$ cat src/shared/lrp_regs.svh
// register offsets, field positions, reset values and field codes for the descriptor parser
// assumes a 32-bit apb slave with byte addresses and one aligned word per register
`ifndef LRP_REGS_SVH
`define LRP_REGS_SVH

// register byte offsets
`define LRP_OFF_CTRL      8'h00
`define LRP_OFF_TAGS      8'h04
`define LRP_OFF_POPID     8'h08
`define LRP_OFF_STATUS    8'h0c
`define LRP_OFF_MUX       8'h10
`define LRP_OFF_SVC       8'h14
`define LRP_OFF_LINK      8'h18
`define LRP_OFF_SAT       8'h1c
`define LRP_OFF_ORBIT     8'h20
`define LRP_OFF_TXOFF     8'h24
`define LRP_OFF_PRIV      8'h28
`define LRP_OFF_ORBDEC    8'h2c

// control fields
`define LRP_CTRL_EN_BIT   0
`define LRP_CTRL_CLR_BIT  1
`define LRP_CTRL_EN_RST   1'b1

// descriptor tag and own id defaults, software may reprogram them
`define LRP_TAG_LINK_RST  8'h00
`define LRP_TAG_RET_RST   8'h00
`define LRP_POPID_RST     16'h0000

// status fields
`define LRP_ST_BUSY_BIT   0
`define LRP_ST_MATCH_BIT  1
`define LRP_ST_LERR_BIT   2
`define LRP_ST_LINK_BIT   3
`define LRP_ST_RET_BIT    4
`define LRP_ST_BCDERR_BIT 5

// linkage info fields
`define LRP_LK_TS_BIT     16
`define LRP_LK_GSE_BIT    17
`define LRP_LK_MAP_BIT    18
`define LRP_LK_ORIG_BIT   19

// linkage type codes
`define LRP_LTYPE_TS_FLS  8'h81
`define LRP_LTYPE_GSE_FLS 8'h82
`define LRP_LTYPE_MAP     8'h07

// fixed field groups after the length byte, last index of each group
`define LRP_LK_HEAD_LAST  4'h6
`define LRP_LK_INET_LAST  4'h1
`define LRP_RL_BODY_LAST  4'hb

`endif

$ cat src/shared/lrp_pkg.sv
// types shared by the descriptor parser files
// assumes nothing beyond a systemverilog compiler
package lrp_pkg;

	// table that carried the descriptor
	typedef enum logic [1:0] {
		TBL_NETWORK,
		TBL_MAP,
		TBL_UNICAST,
		TBL_OTHER
	} lrp_table_t;

	// descriptor kind chosen at the tag byte
	typedef enum logic [1:0] {
		KIND_LINK,
		KIND_RET,
		KIND_OTHER
	} lrp_kind_t;

	// parser states
	typedef enum logic [3:0] {
		ST_TAG,
		ST_LEN,
		ST_LK_HEAD,
		ST_LK_INET,
		ST_LK_CNT,
		ST_LK_RANGE,
		ST_RL_BODY,
		ST_PRIV,
		ST_SKIP
	} lrp_state_t;

endpackage : lrp_pkg

$ cat src/rtl/lrp_desc_parser.sv
// linkage and return link descriptor parser with apb register access
// assumes one descriptor byte per in_valid cycle, bytes synchronous to pclk
`timescale 1ns/10ps
`default_nettype none
`include "lrp_regs.svh"

module lrp_desc_parser import lrp_pkg::*; #(
	parameter int ADDR_W = 8
) (
	// apb slave
	input  wire logic              pclk,
	input  wire logic              presetn,
	input  wire logic              psel,
	input  wire logic              penable,
	input  wire logic              pwrite,
	input  wire logic [ADDR_W-1:0] paddr,
	input  wire logic [31:0]       pwdata,
	output logic [31:0]            prdata,
	output logic                   pready,
	output logic                   pslverr,
	// descriptor byte stream
	input  wire logic              in_valid,
	input  wire logic [7:0]        in_byte,
	input  wire lrp_table_t        in_table,
	// results
	output logic                   desc_done,
	output logic                   pop_match,
	output logic                   len_err
);

	if (ADDR_W < 8) begin : g_bad_addr
		$error("lrp_desc_parser: ADDR_W must be at least 8");
	end

	// bcd position to tenths of a degree, with a flag for an illegal digit
	function automatic logic [13:0] bcd_tenths(input logic [15:0] b);
		logic [13:0] acc;
		acc = 14'(b[15:12]) * 14'd1000;
		acc = acc + 14'(b[11:8]) * 14'd100;
		acc = acc + 14'(b[7:4]) * 14'd10;
		acc = acc + 14'(b[3:0]);
		return acc;
	endfunction : bcd_tenths

	function automatic logic bcd_bad(input logic [15:0] b);
		return (b[15:12] > 4'h9) | (b[11:8] > 4'h9) | (b[7:4] > 4'h9) | (b[3:0] > 4'h9);
	endfunction : bcd_bad

	// software registers
	logic        ctrl_en_ff;
	logic        clr_ff;
	logic [7:0]  tag_link_ff;
	logic [7:0]  tag_ret_ff;
	logic [15:0] popid_ff;
	// parser state
	lrp_state_t  state_ff;
	lrp_state_t  nxt_state;
	lrp_kind_t   kind_ff;
	lrp_table_t  table_ff;
	logic [7:0]  rem_ff;
	logic [3:0]  idx_ff;
	logic [7:0]  rng_left_ff;
	logic [15:0] base_ff;
	logic [7:0]  mask_hi_ff;
	logic        match_acc_ff;
	logic [7:0]  priv_cnt_ff;
	// decoded fields
	logic [15:0] fwd_mux_ff;
	logic [15:0] second_id_ff;
	logic        second_is_orig_ff;
	logic [15:0] svc_ident_ff;
	logic [7:0]  ltype_ff;
	logic [15:0] interactive_net_ident_ff;
	logic [7:0]  range_count_minus_one_ff;
	logic [7:0]  sat_ident_ff;
	logic [15:0] spot_ident_ff;
	logic [7:0]  hub_ident_ff;
	logic [15:0] orbit_bcd_ff;
	logic        east_ff;
	logic [7:0]  sf_seq_ff;
	logic [23:0] tx_off_ff;
	// result flops
	logic        done_ff;
	logic        match_ff;
	logic        lerr_ff;
	logic        link_seen_ff;
	logic        ret_seen_ff;
	// apb flops
	logic [31:0] prdata_ff;
	logic        pready_ff;
	logic        pslverr_ff;

	logic        take;
	logic        last;
	logic        body;
	logic        mand;
	logic        go_priv;
	logic        hit;
	logic        done_evt;
	logic        err_evt;
	logic        range_end;
	lrp_kind_t   tag_kind;

	// one byte per valid cycle while enabled; a byte in the soft clear cycle is dropped
	assign take = in_valid & ctrl_en_ff & ~clr_ff;
	assign last = (rem_ff == 8'h01);
	assign body = (state_ff != ST_TAG) && (state_ff != ST_LEN);
	assign mand = body && (state_ff != ST_PRIV) && (state_ff != ST_SKIP);
	assign range_end = (state_ff == ST_LK_RANGE) && (idx_ff[1:0] == 2'h3);
	assign tag_kind = (in_byte == tag_link_ff) ? KIND_LINK :
	                  (in_byte == tag_ret_ff) ? KIND_RET : KIND_OTHER;

	// range matcher on the byte that completes the mask
	lrp_range_match #(
		.ID_W(16)
	) u_match (
		.own_id              (popid_ff),
		.range_base_value    (base_ff),
		.range_wildcard_bits ({mask_hi_ff, in_byte}),
		.hit                 (hit)
	);

	// next state of the byte walker
	always_comb begin
		nxt_state = state_ff;
		go_priv = 1'b0;
		if (take) begin
			unique case (state_ff)
				ST_TAG: nxt_state = ST_LEN;
				ST_LEN: begin
					if (in_byte == 8'h00) nxt_state = ST_TAG;
					else if (kind_ff == KIND_LINK) nxt_state = ST_LK_HEAD;
					else if (kind_ff == KIND_RET) nxt_state = ST_RL_BODY;
					else nxt_state = ST_SKIP;
				end
				ST_LK_HEAD: begin
					if (idx_ff == `LRP_LK_HEAD_LAST) begin
						go_priv = (table_ff != TBL_MAP);
						nxt_state = go_priv ? ST_PRIV : ST_LK_INET;
					end
				end
				ST_LK_INET: if (idx_ff == `LRP_LK_INET_LAST) nxt_state = ST_LK_CNT;
				ST_LK_CNT: nxt_state = ST_LK_RANGE;
				ST_LK_RANGE: begin
					go_priv = range_end && (rng_left_ff == 8'h00);
					if (go_priv) nxt_state = ST_PRIV;
				end
				ST_RL_BODY: begin
					go_priv = (idx_ff == `LRP_RL_BODY_LAST);
					if (go_priv) nxt_state = ST_PRIV;
				end
				ST_PRIV: nxt_state = ST_PRIV;
				ST_SKIP: nxt_state = ST_SKIP;
			endcase
			if (body && last) nxt_state = ST_TAG;
		end
	end

	// descriptor ends on its last byte or on a zero length
	assign done_evt = take && (((state_ff == ST_LEN) && (in_byte == 8'h00)) || (body && last));
	assign err_evt = take && (((state_ff == ST_LEN) && (in_byte == 8'h00) && (kind_ff != KIND_OTHER))
	                 || (mand && last && !go_priv));

	// walker state, cleared by reset or soft clear
	always_ff @(posedge pclk or negedge presetn) begin
		if (!presetn) begin
			state_ff <= ST_TAG;
		end else if (clr_ff) begin
			state_ff <= ST_TAG;
		end else begin
			state_ff <= nxt_state;
		end
	end

	// byte counters: remaining length, index inside a field group, ranges left
	always_ff @(posedge pclk or negedge presetn) begin
		if (!presetn) begin
			rem_ff <= 8'h00;
			idx_ff <= 4'h0;
			rng_left_ff <= 8'h00;
		end else if (clr_ff) begin
			rem_ff <= 8'h00;
			idx_ff <= 4'h0;
			rng_left_ff <= 8'h00;
		end else if (take) begin
			if (state_ff == ST_LEN) rem_ff <= in_byte;
			else if (body) rem_ff <= rem_ff - 8'h01;
			idx_ff <= (nxt_state != state_ff) ? 4'h0 : idx_ff + 4'h1;
			if (state_ff == ST_LK_CNT) rng_left_ff <= in_byte;
			else if (range_end) rng_left_ff <= rng_left_ff - 8'h01;
		end
	end

	// kind and carrying table caught at the tag byte
	always_ff @(posedge pclk or negedge presetn) begin
		if (!presetn) begin
			kind_ff <= KIND_OTHER;
			table_ff <= TBL_OTHER;
		end else if (take && (state_ff == ST_TAG)) begin
			kind_ff <= tag_kind;
			table_ff <= in_table;
		end
	end

	// linkage fields, shifted in msb first
	always_ff @(posedge pclk or negedge presetn) begin
		if (!presetn) begin
			fwd_mux_ff <= 16'h0000;
			second_id_ff <= 16'h0000;
			second_is_orig_ff <= 1'b0;
			svc_ident_ff <= 16'h0000;
			ltype_ff <= 8'h00;
			interactive_net_ident_ff <= 16'h0000;
			range_count_minus_one_ff <= 8'h00;
		end else if (take && (state_ff == ST_LK_HEAD)) begin
			unique case (idx_ff)
				4'h0, 4'h1: fwd_mux_ff <= {fwd_mux_ff[7:0], in_byte};
				4'h2, 4'h3: begin
					second_id_ff <= {second_id_ff[7:0], in_byte};
					second_is_orig_ff <= (table_ff == TBL_NETWORK);
				end
				4'h4, 4'h5: svc_ident_ff <= {svc_ident_ff[7:0], in_byte};
				4'h6: ltype_ff <= in_byte;
				default: ;
			endcase
		end else if (take && (state_ff == ST_LK_INET)) begin
			interactive_net_ident_ff <= {interactive_net_ident_ff[7:0], in_byte};
		end else if (take && (state_ff == ST_LK_CNT)) begin
			range_count_minus_one_ff <= in_byte;
		end
	end

	// range base and upper mask byte, and the running match
	always_ff @(posedge pclk or negedge presetn) begin
		if (!presetn) begin
			base_ff <= 16'h0000;
			mask_hi_ff <= 8'h00;
			match_acc_ff <= 1'b0;
		end else if (clr_ff || (take && (state_ff == ST_TAG))) begin
			match_acc_ff <= 1'b0;
		end else if (take && (state_ff == ST_LK_RANGE)) begin
			unique case (idx_ff[1:0])
				2'h0, 2'h1: base_ff <= {base_ff[7:0], in_byte};
				2'h2: mask_hi_ff <= in_byte;
				2'h3: if (hit) match_acc_ff <= 1'b1;
			endcase
		end
	end

	// return link fields by byte index
	always_ff @(posedge pclk or negedge presetn) begin
		if (!presetn) begin
			sat_ident_ff <= 8'h00;
			spot_ident_ff <= 16'h0000;
			hub_ident_ff <= 8'h00;
			orbit_bcd_ff <= 16'h0000;
			east_ff <= 1'b0;
			sf_seq_ff <= 8'h00;
			tx_off_ff <= 24'h000000;
		end else if (take && (state_ff == ST_RL_BODY)) begin
			unique case (idx_ff)
				4'h0: sat_ident_ff <= in_byte;
				4'h1, 4'h2: spot_ident_ff <= {spot_ident_ff[7:0], in_byte};
				4'h3: hub_ident_ff <= in_byte;
				4'h4: ; // reserved byte skipped
				4'h5, 4'h6: orbit_bcd_ff <= {orbit_bcd_ff[7:0], in_byte};
				4'h7: east_ff <= in_byte[0];
				4'h8: sf_seq_ff <= in_byte;
				4'h9, 4'ha, 4'hb: begin
					if (table_ff == TBL_UNICAST) tx_off_ff <= {tx_off_ff[15:0], in_byte};
					else tx_off_ff <= 24'h000000;
				end
				default: ;
			endcase
		end
	end

	// private bytes are only counted
	always_ff @(posedge pclk or negedge presetn) begin
		if (!presetn) begin
			priv_cnt_ff <= 8'h00;
		end else if (clr_ff || (take && (state_ff == ST_TAG))) begin
			priv_cnt_ff <= 8'h00;
		end else if (take && (state_ff == ST_PRIV)) begin
			priv_cnt_ff <= priv_cnt_ff + 8'h01;
		end
	end

	// done pulse with match and length error held until the next descriptor ends or a soft clear
	always_ff @(posedge pclk or negedge presetn) begin
		if (!presetn) begin
			done_ff <= 1'b0;
			match_ff <= 1'b0;
			lerr_ff <= 1'b0;
			link_seen_ff <= 1'b0;
			ret_seen_ff <= 1'b0;
		end else if (clr_ff) begin
			done_ff <= 1'b0;
			match_ff <= 1'b0;
			lerr_ff <= 1'b0;
		end else begin
			done_ff <= done_evt;
			if (done_evt) begin
				match_ff <= (kind_ff == KIND_LINK) &&
				            (match_acc_ff || (range_end && hit));
				lerr_ff <= err_evt;
				if (kind_ff == KIND_LINK) link_seen_ff <= 1'b1;
				if (kind_ff == KIND_RET) ret_seen_ff <= 1'b1;
			end
		end
	end

	// control, tag and population registers written in the access phase
	always_ff @(posedge pclk or negedge presetn) begin
		if (!presetn) begin
			ctrl_en_ff <= `LRP_CTRL_EN_RST;
			clr_ff <= 1'b0;
			tag_link_ff <= `LRP_TAG_LINK_RST;
			tag_ret_ff <= `LRP_TAG_RET_RST;
			popid_ff <= `LRP_POPID_RST;
		end else begin
			clr_ff <= 1'b0;
			if (psel && penable && pready_ff && pwrite && !pslverr_ff) begin
				unique case (paddr[7:0])
					`LRP_OFF_CTRL: begin
						ctrl_en_ff <= pwdata[`LRP_CTRL_EN_BIT];
						clr_ff <= pwdata[`LRP_CTRL_CLR_BIT];
					end
					`LRP_OFF_TAGS: begin
						tag_link_ff <= pwdata[7:0];
						tag_ret_ff <= pwdata[15:8];
					end
					`LRP_OFF_POPID: popid_ff <= pwdata[15:0];
					default: ;
				endcase
			end
		end
	end

	// read mux and decode of legal addresses
	logic [31:0] rd_data;
	logic        rd_err;
	logic        addr_ok;
	assign addr_ok = (paddr[ADDR_W-1:0] >> 8) == '0;
	always_comb begin
		rd_data = 32'h00000000;
		rd_err = 1'b0;
		unique case (paddr[7:0])
			`LRP_OFF_CTRL: rd_data = {30'h0, 1'b0, ctrl_en_ff};
			`LRP_OFF_TAGS: rd_data = {16'h0000, tag_ret_ff, tag_link_ff};
			`LRP_OFF_POPID: rd_data = {16'h0000, popid_ff};
			`LRP_OFF_STATUS: begin
				rd_data[`LRP_ST_BUSY_BIT] = (state_ff != ST_TAG);
				rd_data[`LRP_ST_MATCH_BIT] = match_ff;
				rd_data[`LRP_ST_LERR_BIT] = lerr_ff;
				rd_data[`LRP_ST_LINK_BIT] = link_seen_ff;
				rd_data[`LRP_ST_RET_BIT] = ret_seen_ff;
				rd_data[`LRP_ST_BCDERR_BIT] = bcd_bad(orbit_bcd_ff);
			end
			`LRP_OFF_MUX: rd_data = {second_id_ff, fwd_mux_ff};
			`LRP_OFF_SVC: rd_data = {interactive_net_ident_ff, svc_ident_ff};
			`LRP_OFF_LINK: begin
				rd_data[15:0] = {range_count_minus_one_ff, ltype_ff};
				rd_data[`LRP_LK_TS_BIT] = second_is_orig_ff ? 1'b0 :
				                          (ltype_ff == `LRP_LTYPE_TS_FLS);
				rd_data[`LRP_LK_GSE_BIT] = second_is_orig_ff ? 1'b0 :
				                           (ltype_ff == `LRP_LTYPE_GSE_FLS);
				rd_data[`LRP_LK_MAP_BIT] = second_is_orig_ff &&
				                           (ltype_ff == `LRP_LTYPE_MAP);
				rd_data[`LRP_LK_ORIG_BIT] = second_is_orig_ff;
			end
			`LRP_OFF_SAT: rd_data = {hub_ident_ff, spot_ident_ff, sat_ident_ff};
			`LRP_OFF_ORBIT: rd_data = {sf_seq_ff, 7'h00, east_ff, orbit_bcd_ff};
			`LRP_OFF_TXOFF: rd_data = {{8{tx_off_ff[23]}}, tx_off_ff};
			`LRP_OFF_PRIV: rd_data = {24'h000000, priv_cnt_ff};
			`LRP_OFF_ORBDEC: rd_data = {18'h00000, bcd_tenths(orbit_bcd_ff)};
			default: rd_err = 1'b1;
		endcase
		if (!addr_ok) begin
			rd_data = 32'h00000000;
			rd_err = 1'b1;
		end
	end

	// zero wait answer: ready and data are set up in the setup cycle
	always_ff @(posedge pclk or negedge presetn) begin
		if (!presetn) begin
			pready_ff <= 1'b0;
			prdata_ff <= 32'h00000000;
			pslverr_ff <= 1'b0;
		end else begin
			pready_ff <= psel && !penable;
			pslverr_ff <= psel && !penable && rd_err;
			prdata_ff <= (psel && !penable && !pwrite) ? rd_data : 32'h00000000;
		end
	end

	// outputs straight from flops
	assign prdata = prdata_ff;
	assign pready = pready_ff;
	assign pslverr = pslverr_ff;
	assign desc_done = done_ff;
	assign pop_match = match_ff;
	assign len_err = lerr_ff;

endmodule : lrp_desc_parser

`default_nettype wire

$ cat src/rtl/lrp_range_match.sv
// population range matcher: tests one identifier against a base and wildcard pair
// assumes all inputs stable in the cycle the hit is read
`timescale 1ns/10ps
`default_nettype none

module lrp_range_match import lrp_pkg::*; #(
	parameter int ID_W = 16
) (
	// operands
	input  wire logic [ID_W-1:0] own_id,
	input  wire logic [ID_W-1:0] range_base_value,
	input  wire logic [ID_W-1:0] range_wildcard_bits,
	// result
	output logic                 hit
);

	if (ID_W < 1) begin : g_bad_width
		$error("lrp_range_match: ID_W must be positive");
	end

	// wildcard bits pass always, other bits must equal the base
	assign hit = &(range_wildcard_bits | ~(own_id ^ range_base_value));

endmodule : lrp_range_match

`default_nettype wire

$ cat config.mk
export PLATFORM = sky130hd
export DESIGN_NAME = lrp_desc_parser
export DESIGN_NICKNAME = d
export VERILOG_FILES = /design/src/shared/lrp_pkg.sv /design/src/rtl/lrp_desc_parser.sv /design/src/rtl/lrp_range_match.sv
export VERILOG_INCLUDE_DIRS = /design/src /design/src/shared
export SDC_FILE = /design/constraint.sdc
export NUM_CORES = 1
export LEC_CHECK = 0
export BUFFER_PORTS_ARGS = -buffer_cell sky130_fd_sc_hd__buf_2
export CAP_MARGIN = 25
export CORE_MARGIN = 10
export CORE_UTILIZATION = 66
export CTS_BUF_LIST = sky130_fd_sc_hd__clkbuf_4 sky130_fd_sc_hd__clkbuf_8 sky130_fd_sc_hd__clkbuf_16
export DETAILED_ROUTE_END_ITERATION = 6
export HOLD_SLACK_MARGIN = 0.02
export PLACE_DENSITY = 0.83
export SYNTH_ARGS = -nofsm -noshare
export SYNTH_HDL_FRONTEND = slang
export SYNTH_SLANG_ARGS = --single-unit
$ cat constraint.sdc
create_clock -name pclk -period 10.2 [get_ports pclk]
set_input_delay 1.53 -clock pclk [delete_from_list [all_inputs] [get_ports pclk]]
set_output_delay 1.53 -clock pclk [all_outputs]
set_load 0.01 [all_outputs]
==> impl_summary.log, run 1 <==
[metrics] GRT Total Usage: 29.00%
[metrics] count of flip-flops with a built-in enable after synthesis: 0
[metrics] HPWL Detailed: 28,170 um
[metrics] yosys synthesis warning count: 0
[metrics] number of buffers added by the clock tree synthesis step: 29
[metrics] final net count: 1,567
[metrics] Critical Path, Cell by Cell: ha_1, fa_1, inv_1, fa_1, inv_1, fa_1, ha_1, ha_1, o21a_1, a2111oi_0, nor3_1, o21ai_0, a41oi_1
[metrics] Setup Buffers After CTS: 0
[metrics] category of the critical setup timing path: reg2reg
[metrics] Max-Cap Viols: 0
[metrics] post-route fraction of the period consumed by the critical path: 46.20%
[metrics] proportion of register bits with asynchronous set or reset after synthesis: 100.0%
[metrics] total via count in the routed design: 11,990
[metrics] number of DRC violations after detailed routing: 4
[metrics] Static Leak: 7.955 nW
[metrics] Worst EP required: 10.59 ns
[metrics] gr ovfl total: 0
[metrics] clock transition at the register clock pins on the worst setup and hold paths after CTS: 0.06 ns
[metrics] Avg Inst Size Synth: 11.12 um2
[metrics] later-pin clock latency in the skew report: 0.56 ns
[metrics] drt first pass iters: 7
[metrics] setup_tns: 0 ns
[metrics] synthesized net count: 1,513
[metrics] H-tree levels: 1
[metrics] class of the worst hold path: reg2reg
[metrics] Yosys cell types: 73
[metrics] number of vias per cell: 6.905
[metrics] RSZ-0062 raised after global routing: false
[metrics] slew margin rel.: 28.82%
[metrics] die height: 172.3 um
[metrics] worst-path fanout max: 8
[metrics] final cell count without fillers: 1,737
[metrics] most common library cell in the layout ignoring fill and taps: dfrtp_1
[metrics] signal arrival time at the worst endpoint: 5.10 ns
[metrics] count of inserted antenna diode cells: 0
[metrics] Worst Max-Slew Pin Slew: 1.064 ns
[metrics] CP max stage delay: 0.69 ns
[metrics] fillers: 1,496
[metrics] count of standard-cell rows: 55
[metrics] wire length of the first global-routing pass: 67,340 um
[metrics] worst hold slack across all endpoints: 0.4923 ns
[metrics] most frequent cells in the layout: dfrtp_1, mux2_2, nand2_1
[metrics] effective utilization at floorplan: 67.39%
[metrics] Post-CTS Resized: 0
[metrics] violations in the final reports: DRC
[metrics] chip width: 172.3 um
[metrics] post-layout min period: 4.713 ns
[metrics] clock tree from TritonCTS: done
[metrics] Pwr per Cell Area: 137.4 nW/um2
[metrics] clock root cell: clkbuf_16
[metrics] result of the run: finished with violations
[metrics] growth of design area from synthesis to finish: 10.79%
[metrics] endpoint kind of the worst setup timing path: register
[metrics] maximum VDD drop: 0.1227 mV
[metrics] vias in the first global route: 12,290
[metrics] number of max-slew violations in the final report: 0
[metrics] share of post-route cells with drive strength above 1: 25.14%
[metrics] number of routed nets with antenna violations: 0
[metrics] Critical-path top delay cell: a2111oi_0
[metrics] die outline area: 29,680 um2
[metrics] number of ports placed on the die boundary: 93
[metrics] CTS sink count: 296
[metrics] type of element launching the critical path: register
[metrics] number of hold-slack violations in the final timing report: 0
[metrics] count of port buffers added during placement: 76
[metrics] Finish-stage setup viols: 0
[metrics] Placed Area: 15,970 um2
[metrics] top_reg_cell synth: dfrtp_1
[metrics] largest net degree at the start of global routing: 157
[metrics] number of standard cells after synthesis: 1,376
[metrics] number of instances in the placed design: 1,683
[metrics] final std cell area, no fill: 16,960 um2
[metrics] Max Clk Rate: 0.2122 GHz
[metrics] number of antenna violations at the first check in global routing: 0
[metrics] number of synthesized register bits: 296
[metrics] number of buffers between clock root and the deepest sink: 3
[metrics] share of synthesized area occupied by flip-flops and latches: 48.43%
[metrics] wire length per cell: 24.60 um
[metrics] final clock skew: 0.02070 ns
[metrics] CTS Hold Buffers Added: 0
[metrics] core area: 22,710 um2
[metrics] gpl congestion: 0.9614
[metrics] Starting DRT DRC Count: 1,358
[metrics] sum of routed wire length over all layers: 42,730 um
[metrics] area of the mapped netlist: 15,300 um2
## power by group
part	switching (W)	internal, W	total (W)
sequential	0.00000273	0.00118	0.00118
combinational	0.0000539	0.0000158	0.0000698
clock	0.000460	0.000622	0.00108
## state kept, by name, indices dropped and copies added, names as in the netlist, 16 cells and up
| signal | count |
|---|---|
| orbit_bcd_ff | 16 |
| tx_off_ff | 24 |
| fwd_mux_ff | 16 |
| base_ff | 16 |
| spot_ident_ff | 16 |
| interactive_net_ident_ff | 16 |
| popid_ff | 16 |
| svc_ident_ff | 16 |
| prdata | 32 |
| second_id_ff | 16 |
## Yosys cell counts (4+ instances only)
library cell	count	area share (%)
dfrtp_1	292	48
mux2_2	187	14
nand2_1	120	2.9
a22oi_1	82	4.0
nor2_1	78	1.9
o21ai_0	78	2.6
clkbuf_1	71	1.7
ha_1	64	5.2
inv_1	52	1.3
xnor2_1	49	2.8
a21oi_1	41	1.3
nor3_1	21	0.69
a31oi_1	18	0.74
fa_1	17	2.2
nor4_1	15	0.61
nand4_1	14	0.57
nand2b_1	11	0.45
nor2b_1	11	0.45
a221oi_1	9	0.52
nand3_1	9	0.29
a222oi_1	8	0.52
o22ai_1	8	0.33
a22o_1	7	0.40
xor2_1	7	0.40
and3_1	6	0.25
nand3b_1	6	0.29
nor3b_1	6	0.29
o41ai_1	6	0.34
or4b_2	5	0.33
a21o_1	4	0.20
a41oi_1	4	0.23
dfstp_2	4	0.69
o21bai_1	4	0.20
o31ai_1	4	0.20
or3_1	4	0.16
or4_1	4	0.20
## critical path, delay by kind of cell (launching register included)
family / cells / cell delay (ns)
AO/OA/AOI/OAI: 4 / 1.26
adder cells (fa/ha/maj): 6 / 2.51
buffers and inverters: 2 / 0.13
flip-flops: 1 / 0.53
AND/OR/NAND/NOR: 1 / 0.11
## cell type report
| type | instances | area, um2 | area share [%] |
|---|---|---|---|
| multi-input combinational | 955 | 7461 | 44.00 |
| sequential | 296 | 7412 | 43.71 |
| clock buffer | 41 | 872.1 | 5.143 |
| timing repair buffer | 96 | 556.8 | 3.284 |
| tap | 285 | 356.6 | 2.103 |
| inverter | 52 | 195.2 | 1.151 |
| clock inverter | 12 | 102.6 | 0.6051 |
## per-stage QoR
| stage | util, % | setup WS (ns) | total power, W |
|---|---|---|---|
| 6_report | 74.67 | 5.487 | 0.002330 |
| 5_1_grt | 74.67 | 5.092 | 0.002386 |
| 4_1_cts | 74.62 | 5.497 | 0.002333 |
| 3_5_place_dp | 70.33 | 5.498 | 0.001269 |
| 3_3_place_gp | 70.33 | 5.605 | 0.001268 |
| 2_1_floorplan | - | 5.900 | 0.001222 |
## cell families (layout without fill, tap and decap cells)
kind of cell	Yosys count	in the layout	synth area share, %
xor gates and xnor gates	56	56	3.205
muxes	188	188	13.82
buffers and inverters	125	201	3.074
DFF	296	296	48.43
and+or+nand+nor	326	326	10.55
AOI/OAI and AO/OA	304	304	13.46
adders and majority gates	81	81	7.456
## per-layer routing
metal  part of all wire (%)  global-route usage [%]  vias up
met5                      0                       0        -
met4                    5.2                   14.84        0
met3                    9.1                   5.700      168
met2                     48                   47.20      700
met1                     38                   36.17     6001
li1                       -                       -     5125
## worst paths after layout
check | from | endpoint | slack [ns] | cells after the start
max | orbit_bcd_ff[14] | prdata[10] | 5.49 | 13
min | tx_off_ff[23] | tx_off_ff[23] | 0.49 | 2
max reg2reg | orbit_bcd_ff[14] | prdata[10] | 5.49 | 13
min reg2reg | tx_off_ff[23] | tx_off_ff[23] | 0.49 | 2
max in group asynchronous | presetn | fwd_mux_ff[14] | 7.68 | 2
min in group asynchronous | presetn | rng_left_ff[4] | 1.13 | 1
No activity file was read; power rests on OpenSTA's default activity.
==> inputs of run 2 (changes only) <==
--- a/config.mk
+++ b/config.mk
@@ -9,11 +9,11 @@
 export BUFFER_PORTS_ARGS = -buffer_cell sky130_fd_sc_hd__buf_2
 export CAP_MARGIN = 25
 export CORE_MARGIN = 10
-export CORE_UTILIZATION = 66
+export CORE_UTILIZATION = 55
 export CTS_BUF_LIST = sky130_fd_sc_hd__clkbuf_4 sky130_fd_sc_hd__clkbuf_8 sky130_fd_sc_hd__clkbuf_16
 export DETAILED_ROUTE_END_ITERATION = 6
 export HOLD_SLACK_MARGIN = 0.02
-export PLACE_DENSITY = 0.83
+export PLACE_DENSITY = 0.73
 export SYNTH_ARGS = -nofsm -noshare
 export SYNTH_HDL_FRONTEND = slang
 export SYNTH_SLANG_ARGS = --single-unit
==> constraint.sdc (replaced) <==
create_clock -name pclk -period 4.1 [get_ports pclk]
set_input_delay 0.615 -clock pclk [delete_from_list [all_inputs] [get_ports pclk]]
set_output_delay 0.615 -clock pclk [all_outputs]
set_load 0.01 [all_outputs]
==> run 2 against run 1 <==
  * Largest power group is now clock
  * Critical path depth grew 6
  * Critical path type unchanged
  * Sequential power grew 150%
  * Sequential share of layout area shrank 2.2 points
  * Core utilization shrank 10 points
  * Via count shrank 1.3%
  * The run ends with setup timing left
  * Worst setup slack lost 5.6 ns
  * Register-to-register slack lost 5.6 ns
  * Wire length grew 0.48%
  * Clock power grew to 2.9 times the previous value
  * Maximum frequency grew 11%
  * Critical endpoint is now prdata[13]
  * Hold slack lost 0.39 ns
==> impl_summary.log, run 2 (same netlist as run 1, synthesis figures left out) <==
[metrics] result of the run: finished with violations
[metrics] violations in the final reports: setup timing
[metrics] class of the worst hold path: in2async
[metrics] worst-path fanout max: 4 (-4)
[metrics] H-tree levels: 2 (+1)
[metrics] maximum VDD drop: 0.3571 mV (+190%)
[metrics] Static Leak: 8.263 nW (+3.9%)
[metrics] die outline area: 34,900 um2 (+18%)
[metrics] Max-Cap Viols: 0 (unchanged)
[metrics] Worst Max-Slew Pin Slew: 0.9559 ns (-0.1085 ns)
[metrics] max reg flops: 32 (unchanged)
[metrics] fraction of the core area covered by cells at the end of the flow: 64.66% (-10 points)
[metrics] clock tree from TritonCTS: done
[metrics] Starting DRT DRC Count: 1,106 (-19%)
[metrics] count of port buffers added during placement: 76 (unchanged)
[metrics] CTS sink count: 296 (unchanged)
[metrics] final clock skew: 0.01796 ns (-0.002737 ns)
[metrics] most common library cell in the layout ignoring fill and taps: dfrtp_1
[metrics] sum of routed wire length over all layers: 42,930 um (+0.48%)
[metrics] endpoint kind of the worst setup timing path: register
[metrics] clock root cell: clkbuf_16
[metrics] type of element launching the critical path: register
[metrics] largest net degree at the start of global routing: 87 (-45%)
[metrics] gr ovfl total: 0 (unchanged)
[metrics] Max Clk Rate: 0.2365 GHz (+11%)
[metrics] post-route fraction of the period consumed by the critical path: 103.1% (+57 points)
[metrics] final net count: 1,611 (+2.8%)
[metrics] share of post-route cells with drive strength above 1: 29.75% (+4.6 points)
[metrics] total via count in the routed design: 11,840 (-1.3%)
[metrics] most frequent cells in the layout: dfrtp_1, mux2_2, nand2_1
[metrics] number of buffers and inverters on the critical path: 4 (+2)
[metrics] Critical-path top delay cell: fa_1
[metrics] wire length per cell: 22.86 um (-7.1%)
[metrics] family with the most delay on the worst path: adder cells
[metrics] drt first pass iters: 5 (-2)
[metrics] worst setup slack after layout: -0.1275 ns (-5.615 ns)
[metrics] die height: 186.8 um (+8.4%)
[metrics] Worst EP required: 4.46 ns (-6.13 ns)
[metrics] worst hold slack across all endpoints: 0.09937 ns (-0.3929 ns)
[metrics] count of standard-cell rows: 61 (+11%)
[metrics] Pwr per Cell Area: 352.2 nW/um2 (+160%)
[metrics] category of the critical setup timing path: reg2reg
[metrics] vias in the first global route: 12,030 (-2.1%)
[metrics] number of ports placed on the die boundary: 93 (unchanged)
[metrics] CTS Hold Buffers Added: 0 (unchanged)
[metrics] number of hold-slack violations in the final timing report: 0 (unchanged)
[metrics] gpl congestion: 0.9184 (-4.5%)
[metrics] number of routed nets with antenna violations: 0 (unchanged)
[metrics] chip width: 186.8 um (+8.4%)
[metrics] CP max stage delay: 0.59 ns (-0.10 ns)
[metrics] number of DRC violations after detailed routing: 0 (-4)
[metrics] number of buffers between clock root and the deepest sink: 3 (unchanged)
[metrics] clock transition at the register clock pins on the worst setup and hold paths after CTS: 0.06 ns (about the same)
[metrics] number of antenna violations at the first check in global routing: 2 (+2)
[metrics] later-pin clock latency in the skew report: 0.52 ns (-0.04 ns)
[metrics] GRT Total Usage: 24.25% (-4.7 points)
[metrics] RSZ-0062 raised after global routing: true
[metrics] effective utilization at floorplan: 55.39% (-12 points)
[metrics] worst setup timing slack at the placement stage: -0.2319 ns (-5.730 ns)
[metrics] post-layout min period: 4.228 ns (-0.4852 ns)
[metrics] HPWL Detailed: 29,410 um (+4.4%)
[metrics] core area: 27,630 um2 (+22%)
[metrics] slew margin rel.: 36.21% (+7.4 points)
[metrics] wire length of the first global-routing pass: 68,060 um (+1.1%)
[metrics] Design Power: 0.006291 W (+170%)
[metrics] number of max-slew violations in the final report: 0 (unchanged)
[metrics] Critical Path, Cell by Cell: fa_1, inv_2, fa_1, inv_2, ha_4, inv_2, o21bai_1, a21oi_2, xor2_1, ha_1, ha_4, ha_4, nor2_1, nor2_2, o41ai_4, buf_4, o21ai_2, xnor2_1, o22ai_1
[metrics] number of buffers added by the clock tree synthesis step: 34 (+17%)
[metrics] Finish-stage setup viols: 2 (+2)
[metrics] number of vias per cell: 6.305 (-8.7%)
[metrics] signal arrival time at the worst endpoint: 4.59 ns (-0.51 ns)
[metrics] growth of design area from synthesis to finish: 16.73%
-- run 2: per-stage QoR --
step           TNS [ns]  cells  instance area (um2)
3_5_place_dp    -0.8720   1810                16370
6_report        -0.1411   1878                17860
5_1_grt         -0.7754   1878                17860
4_1_cts               0   1875                17700
3_3_place_gp    -0.3724   1810                16370
2_1_floorplan         0   1376                15320
-- run 2: report_power, final --
part / leakage (nW) / internal (W) / switching [W]
Combinational: 3.60 / 0.0000441 / 0.000135
Sequential: 4.07 / 0.00293 / 0.00000612
Clock: 0.593 / 0.00197 / 0.00121
-- run 2: final timing paths --
kind	start	endpoint	slack, ns	depth (start not counted)
worst max-delay path	orbit_bcd_ff[13]	prdata[13]	-0.13	19
worst min-delay path	presetn	prdata[30]	0.1	1
worst max register to register	orbit_bcd_ff[13]	prdata[13]	-0.13	19
worst min register to register	link_seen_ff	link_seen_ff	0.48	1
max in group asynchronous	presetn	desc_done	2.88	2
min in group pclk	in_table[1]	table_ff[1]	0.33	2
-- run 2: cell type report --
type                    count  area, um2
diodes                      1      2.502
multi-input cells         955       7729
clock inverters            11      176.4
inverters                  52      195.2
flip-flops and latches    296       7415
clock buffers              50       1008
repair buffers            135      865.8
well taps                 378      473.0
fillers                  2154       9764
-- run 2: routing by layer --
layer	track usage [%]	up-vias	wire length, um
met2	39.74	553	20800
met3	3.617	108	3240
li1	-	5225	-
met4	9.926	0	1788
met5	0	-	0
met1	31.70	5954	17110
-- run 2: repair_timing --
item | CTS | global route
pin swaps | 10 | 18
setup endpoints to repair | 5 | 6
setup buffers | 4 | 2
resized for setup | 17 | 25
hold endpoints to repair | 0 | 0
==> inputs of run 3 (changes only) <==
--- a/config.mk
+++ b/config.mk
@@ -9,11 +9,11 @@
 export BUFFER_PORTS_ARGS = -buffer_cell sky130_fd_sc_hd__buf_2
 export CAP_MARGIN = 25
 export CORE_MARGIN = 10
-export CORE_UTILIZATION = 55
+export CORE_UTILIZATION = 61
 export CTS_BUF_LIST = sky130_fd_sc_hd__clkbuf_4 sky130_fd_sc_hd__clkbuf_8 sky130_fd_sc_hd__clkbuf_16
 export DETAILED_ROUTE_END_ITERATION = 6
 export HOLD_SLACK_MARGIN = 0.02
-export PLACE_DENSITY = 0.73
+export PLACE_DENSITY = 0.77
 export SYNTH_ARGS = -nofsm -noshare
 export SYNTH_HDL_FRONTEND = slang
 export SYNTH_SLANG_ARGS = --single-unit
==> constraint.sdc (replaced) <==
create_clock -name pclk -period 4.5 [get_ports pclk]
set_input_delay 0.675 -clock pclk [delete_from_list [all_inputs] [get_ports pclk]]
set_output_delay 0.675 -clock pclk [all_outputs]
set_load 0.01 [all_outputs]
==> run 3 against run 2 <==
  * The flow now finishes without violations
  * Global-route usage rose by 2.1 points
  * Wire length fell by 1.7%
  * Via count fell by 1.8%
  * Sequential share of layout area rose by 1.2 points
  * Flip-flop and latch count did not move
  * Die area fell by 8.8%
  * Critical endpoint is now prdata[10]
==> impl_summary.log, run 3 (same netlist as run 1, synthesis figures left out) <==
[metrics] result of the run: completed
[metrics] Starting DRT DRC Count: 1,180 (+6.7%)
[metrics] count of port buffers added during placement: 76 (unchanged)
[metrics] fillers: 1,735 (-19%)
[metrics] count of standard-cell rows: 57 (-6.6%)
[metrics] combinational cell fraction of total power: 2.9% (about the same)
[metrics] type of element launching the critical path: register
[metrics] number of vias per cell: 6.479 (+2.8%)
[metrics] number of routed nets with antenna violations: 0 (unchanged)
[metrics] number of buffers and inverters on the critical path: 4 (unchanged)
[metrics] number of max-slew violations in the final report: 0 (unchanged)
[metrics] Placed Area: 16,110 um2 (-1.6%)
[metrics] later-pin clock latency in the skew report: 0.56 ns (+0.04 ns)
[metrics] most frequent cells in the layout: dfrtp_1, mux2_2, nand2_1
[metrics] CTS sink count: 296 (unchanged)
[metrics] vias in the first global route: 11,650 (-3.1%)
[metrics] wire length per cell: 23.53 um (+2.9%)
[metrics] Worst Max-Slew Pin Slew: 1.014 ns (+0.05762 ns)
[metrics] post-layout min period: 4.331 ns (+0.1031 ns)
[metrics] final clock skew: 0.01558 ns (-0.002388 ns)
[metrics] post-route fraction of the period consumed by the critical path: 96.24% (-6.9 points)
[metrics] wire length of the first global-routing pass: 66,070 um (-2.9%)
[metrics] sum of routed wire length over all layers: 42,210 um (-1.7%)
[metrics] die outline area: 31,820 um2 (-8.8%)
[metrics] number of hold-slack violations in the final timing report: 0 (unchanged)
[metrics] most common library cell in the layout ignoring fill and taps: dfrtp_1
[metrics] category of the critical setup timing path: reg2reg
[metrics] endpoint kind of the worst setup timing path: register
[metrics] Design Power: 0.005646 W (-10%)
[metrics] sequential group share of total power: 47.3% (+0.7 points)
[metrics] HPWL Detailed: 28,770 um (-2.2%)
[metrics] Max-Cap Viols: 0 (unchanged)
[metrics] chip width: 178.4 um (-4.5%)
[metrics] slew margin rel.: 32.23% (-4.0 points)
[metrics] class of the worst hold path: in2async
[metrics] clock tree from TritonCTS: done
[metrics] max reg flops: 32 (unchanged)
[metrics] Worst EP required: 4.90 ns (+0.44 ns)
[metrics] share of post-route cells with drive strength above 1: 26.68% (-3.1 points)
[metrics] Static Leak: 8.096 nW (-2.0%)
[metrics] GRT Total Usage: 26.35% (+2.1 points)
[metrics] number of instances in the placed design: 1,732 (-4.3%)
[metrics] worst setup slack after layout: 0.1693 ns (+0.2969 ns)
[metrics] number of buffers between clock root and the deepest sink: 3 (unchanged)
[metrics] Critical Path, Cell by Cell: buf_4, ha_1, fa_1, inv_1, fa_1, inv_1, fa_1, ha_4, ha_4, o21a_1, a2111oi_4, buf_4, nor3_1, o21ai_0, a41oi_1
[metrics] die height: 178.4 um (-4.5%)
[metrics] growth of design area from synthesis to finish: 13.46%
[metrics] clock transition at the register clock pins on the worst setup and hold paths after CTS: 0.07 ns (about the same)
[metrics] CTS Hold Buffers Added: 0 (unchanged)
[metrics] switching part of the total power: 21.42% (-0.052 points)
[metrics] family with the most delay on the worst path: adder cells
[metrics] cell-internal power: 0.004436 W (-10%)
[metrics] Critical-path top delay cell: fa_1
[metrics] total via count in the routed design: 11,620 (-1.8%)
[metrics] core area: 24,530 um2 (-11%)
[metrics] setup_tns: 0 ns (+0.1411 ns)
[metrics] worst setup timing slack at the placement stage: -0.1415 ns (+0.09045 ns)
[metrics] maximum VDD drop: 0.3175 mV (-11%)
[metrics] number of DRC violations after detailed routing: 0 (unchanged)
[metrics] CP max stage delay: 0.59 ns (about the same)
[metrics] number of ports placed on the die boundary: 93 (unchanged)
[metrics] Net Switching: 0.001210 W (-10%)
[metrics] final net count: 1,582 (-1.8%)
[metrics] largest net degree at the start of global routing: 119 (+37%)
[metrics] gpl congestion: 0.9467 (+3.1%)
[metrics] H-tree levels: 1 (-1)
[metrics] number of buffers added by the clock tree synthesis step: 31 (-8.8%)
[metrics] Max Clk Rate: 0.2309 GHz (-2.4%)
[metrics] final cell count without fillers: 1,794 (-4.5%)
[metrics] Finish-stage setup viols: 0 (-2)
[metrics] signal arrival time at the worst endpoint: 4.73 ns (+0.14 ns)
[metrics] effective utilization at floorplan: 62.38% (+7.0 points)
[metrics] drt first pass iters: 7 (+2)
[metrics] clock root cell: clkbuf_16
[metrics] worst-path fanout max: 5 (+1)
[metrics] Pwr per Cell Area: 325.1 nW/um2 (-7.7%)
[metrics] gr ovfl total: 0 (unchanged)
[metrics] share of total power in the clock network: 49.8% (-0.7 points)
[metrics] library cell appearing most often on the critical path: fa_1
[metrics] final std cell area, no fill: 17,360 um2 (-2.8%)
[metrics] number of antenna violations at the first check in global routing: 3 (+1)
[run 3: power groups by stage]
stage                     Clock [W]  Combinational, W  Sequential [W]
after floorplan                   0         0.0000519         0.00272
after global placement            0          0.000160         0.00272
after detailed placement          0          0.000163         0.00272
after CTS                   0.00283          0.000164         0.00267
after global routing        0.00293          0.000179         0.00267
final                       0.00281          0.000163         0.00267
[run 3: metal layers]
metal  GRT usage, %  share of wire [%]  vias to the layer above
met5              0              0.073                        -
met4          8.474                3.7                        4
met3          4.715                8.3                      122
met2          43.51                 48                      537
met1          34.62                 40                     5806
li1               -                  -                     5155
[run 3: worst paths after layout]
kind,startpoint,endpoint,slack (ns),cells past startpoint
worst max register to register,orbit_bcd_ff[13],prdata[10],0.17,15
min in group pclk,pwdata[13],popid_ff[13],0.36,2
worst min-delay path,presetn,rem_ff[4],0.19,1
max in group asynchronous,presetn,svc_ident_ff[11],3.21,2
worst min register to register,tx_off_ff[23],tx_off_ff[23],0.49,2
worst max-delay path,orbit_bcd_ff[13],prdata[10],0.17,15
[run 3: worst reg2reg max path, delay by kind of cell (launching register included)]
family,cells,cell delay [ns]
flip-flops,1,0.45
AND/OR/NAND/NOR,1,0.04
adder cells (fa/ha/maj),6,2.33
buffers and inverters,4,0.46
AO/OA/AOI/OAI,4,0.88
[run 3: per-stage QoR]
stage	util, %	hold WS, ns
floorplan	-	0.3794
global placement	65.65	0.4687
detailed placement	65.65	0.4758
CTS	70.27	0.2370
global route	70.78	0.2449
finish	70.78	0.1892
[run 3: repair_timing]
item                                    in CTS  in global routing
endpoints found under the setup margin       3                  4
hold endpoints to repair                     0                  0
setup buffers                                0                  3
gates resized for setup                      3                 11
pin swaps                                    1                  5
[run 3: final cells by class]
class | instances | area [um2] | share of cell area [%]
multi-input cells | 955 | 7557 | 43.52
inverters | 52 | 195.2 | 1.124
clock buffers | 43 | 897.1 | 5.166
repair buffers | 109 | 666.9 | 3.841
well taps | 324 | 405.4 | 2.335
diodes | 1 | 2.502 | 0.01441
clock inverters | 14 | 226.5 | 1.304
flip-flops and latches | 296 | 7413 | 42.69
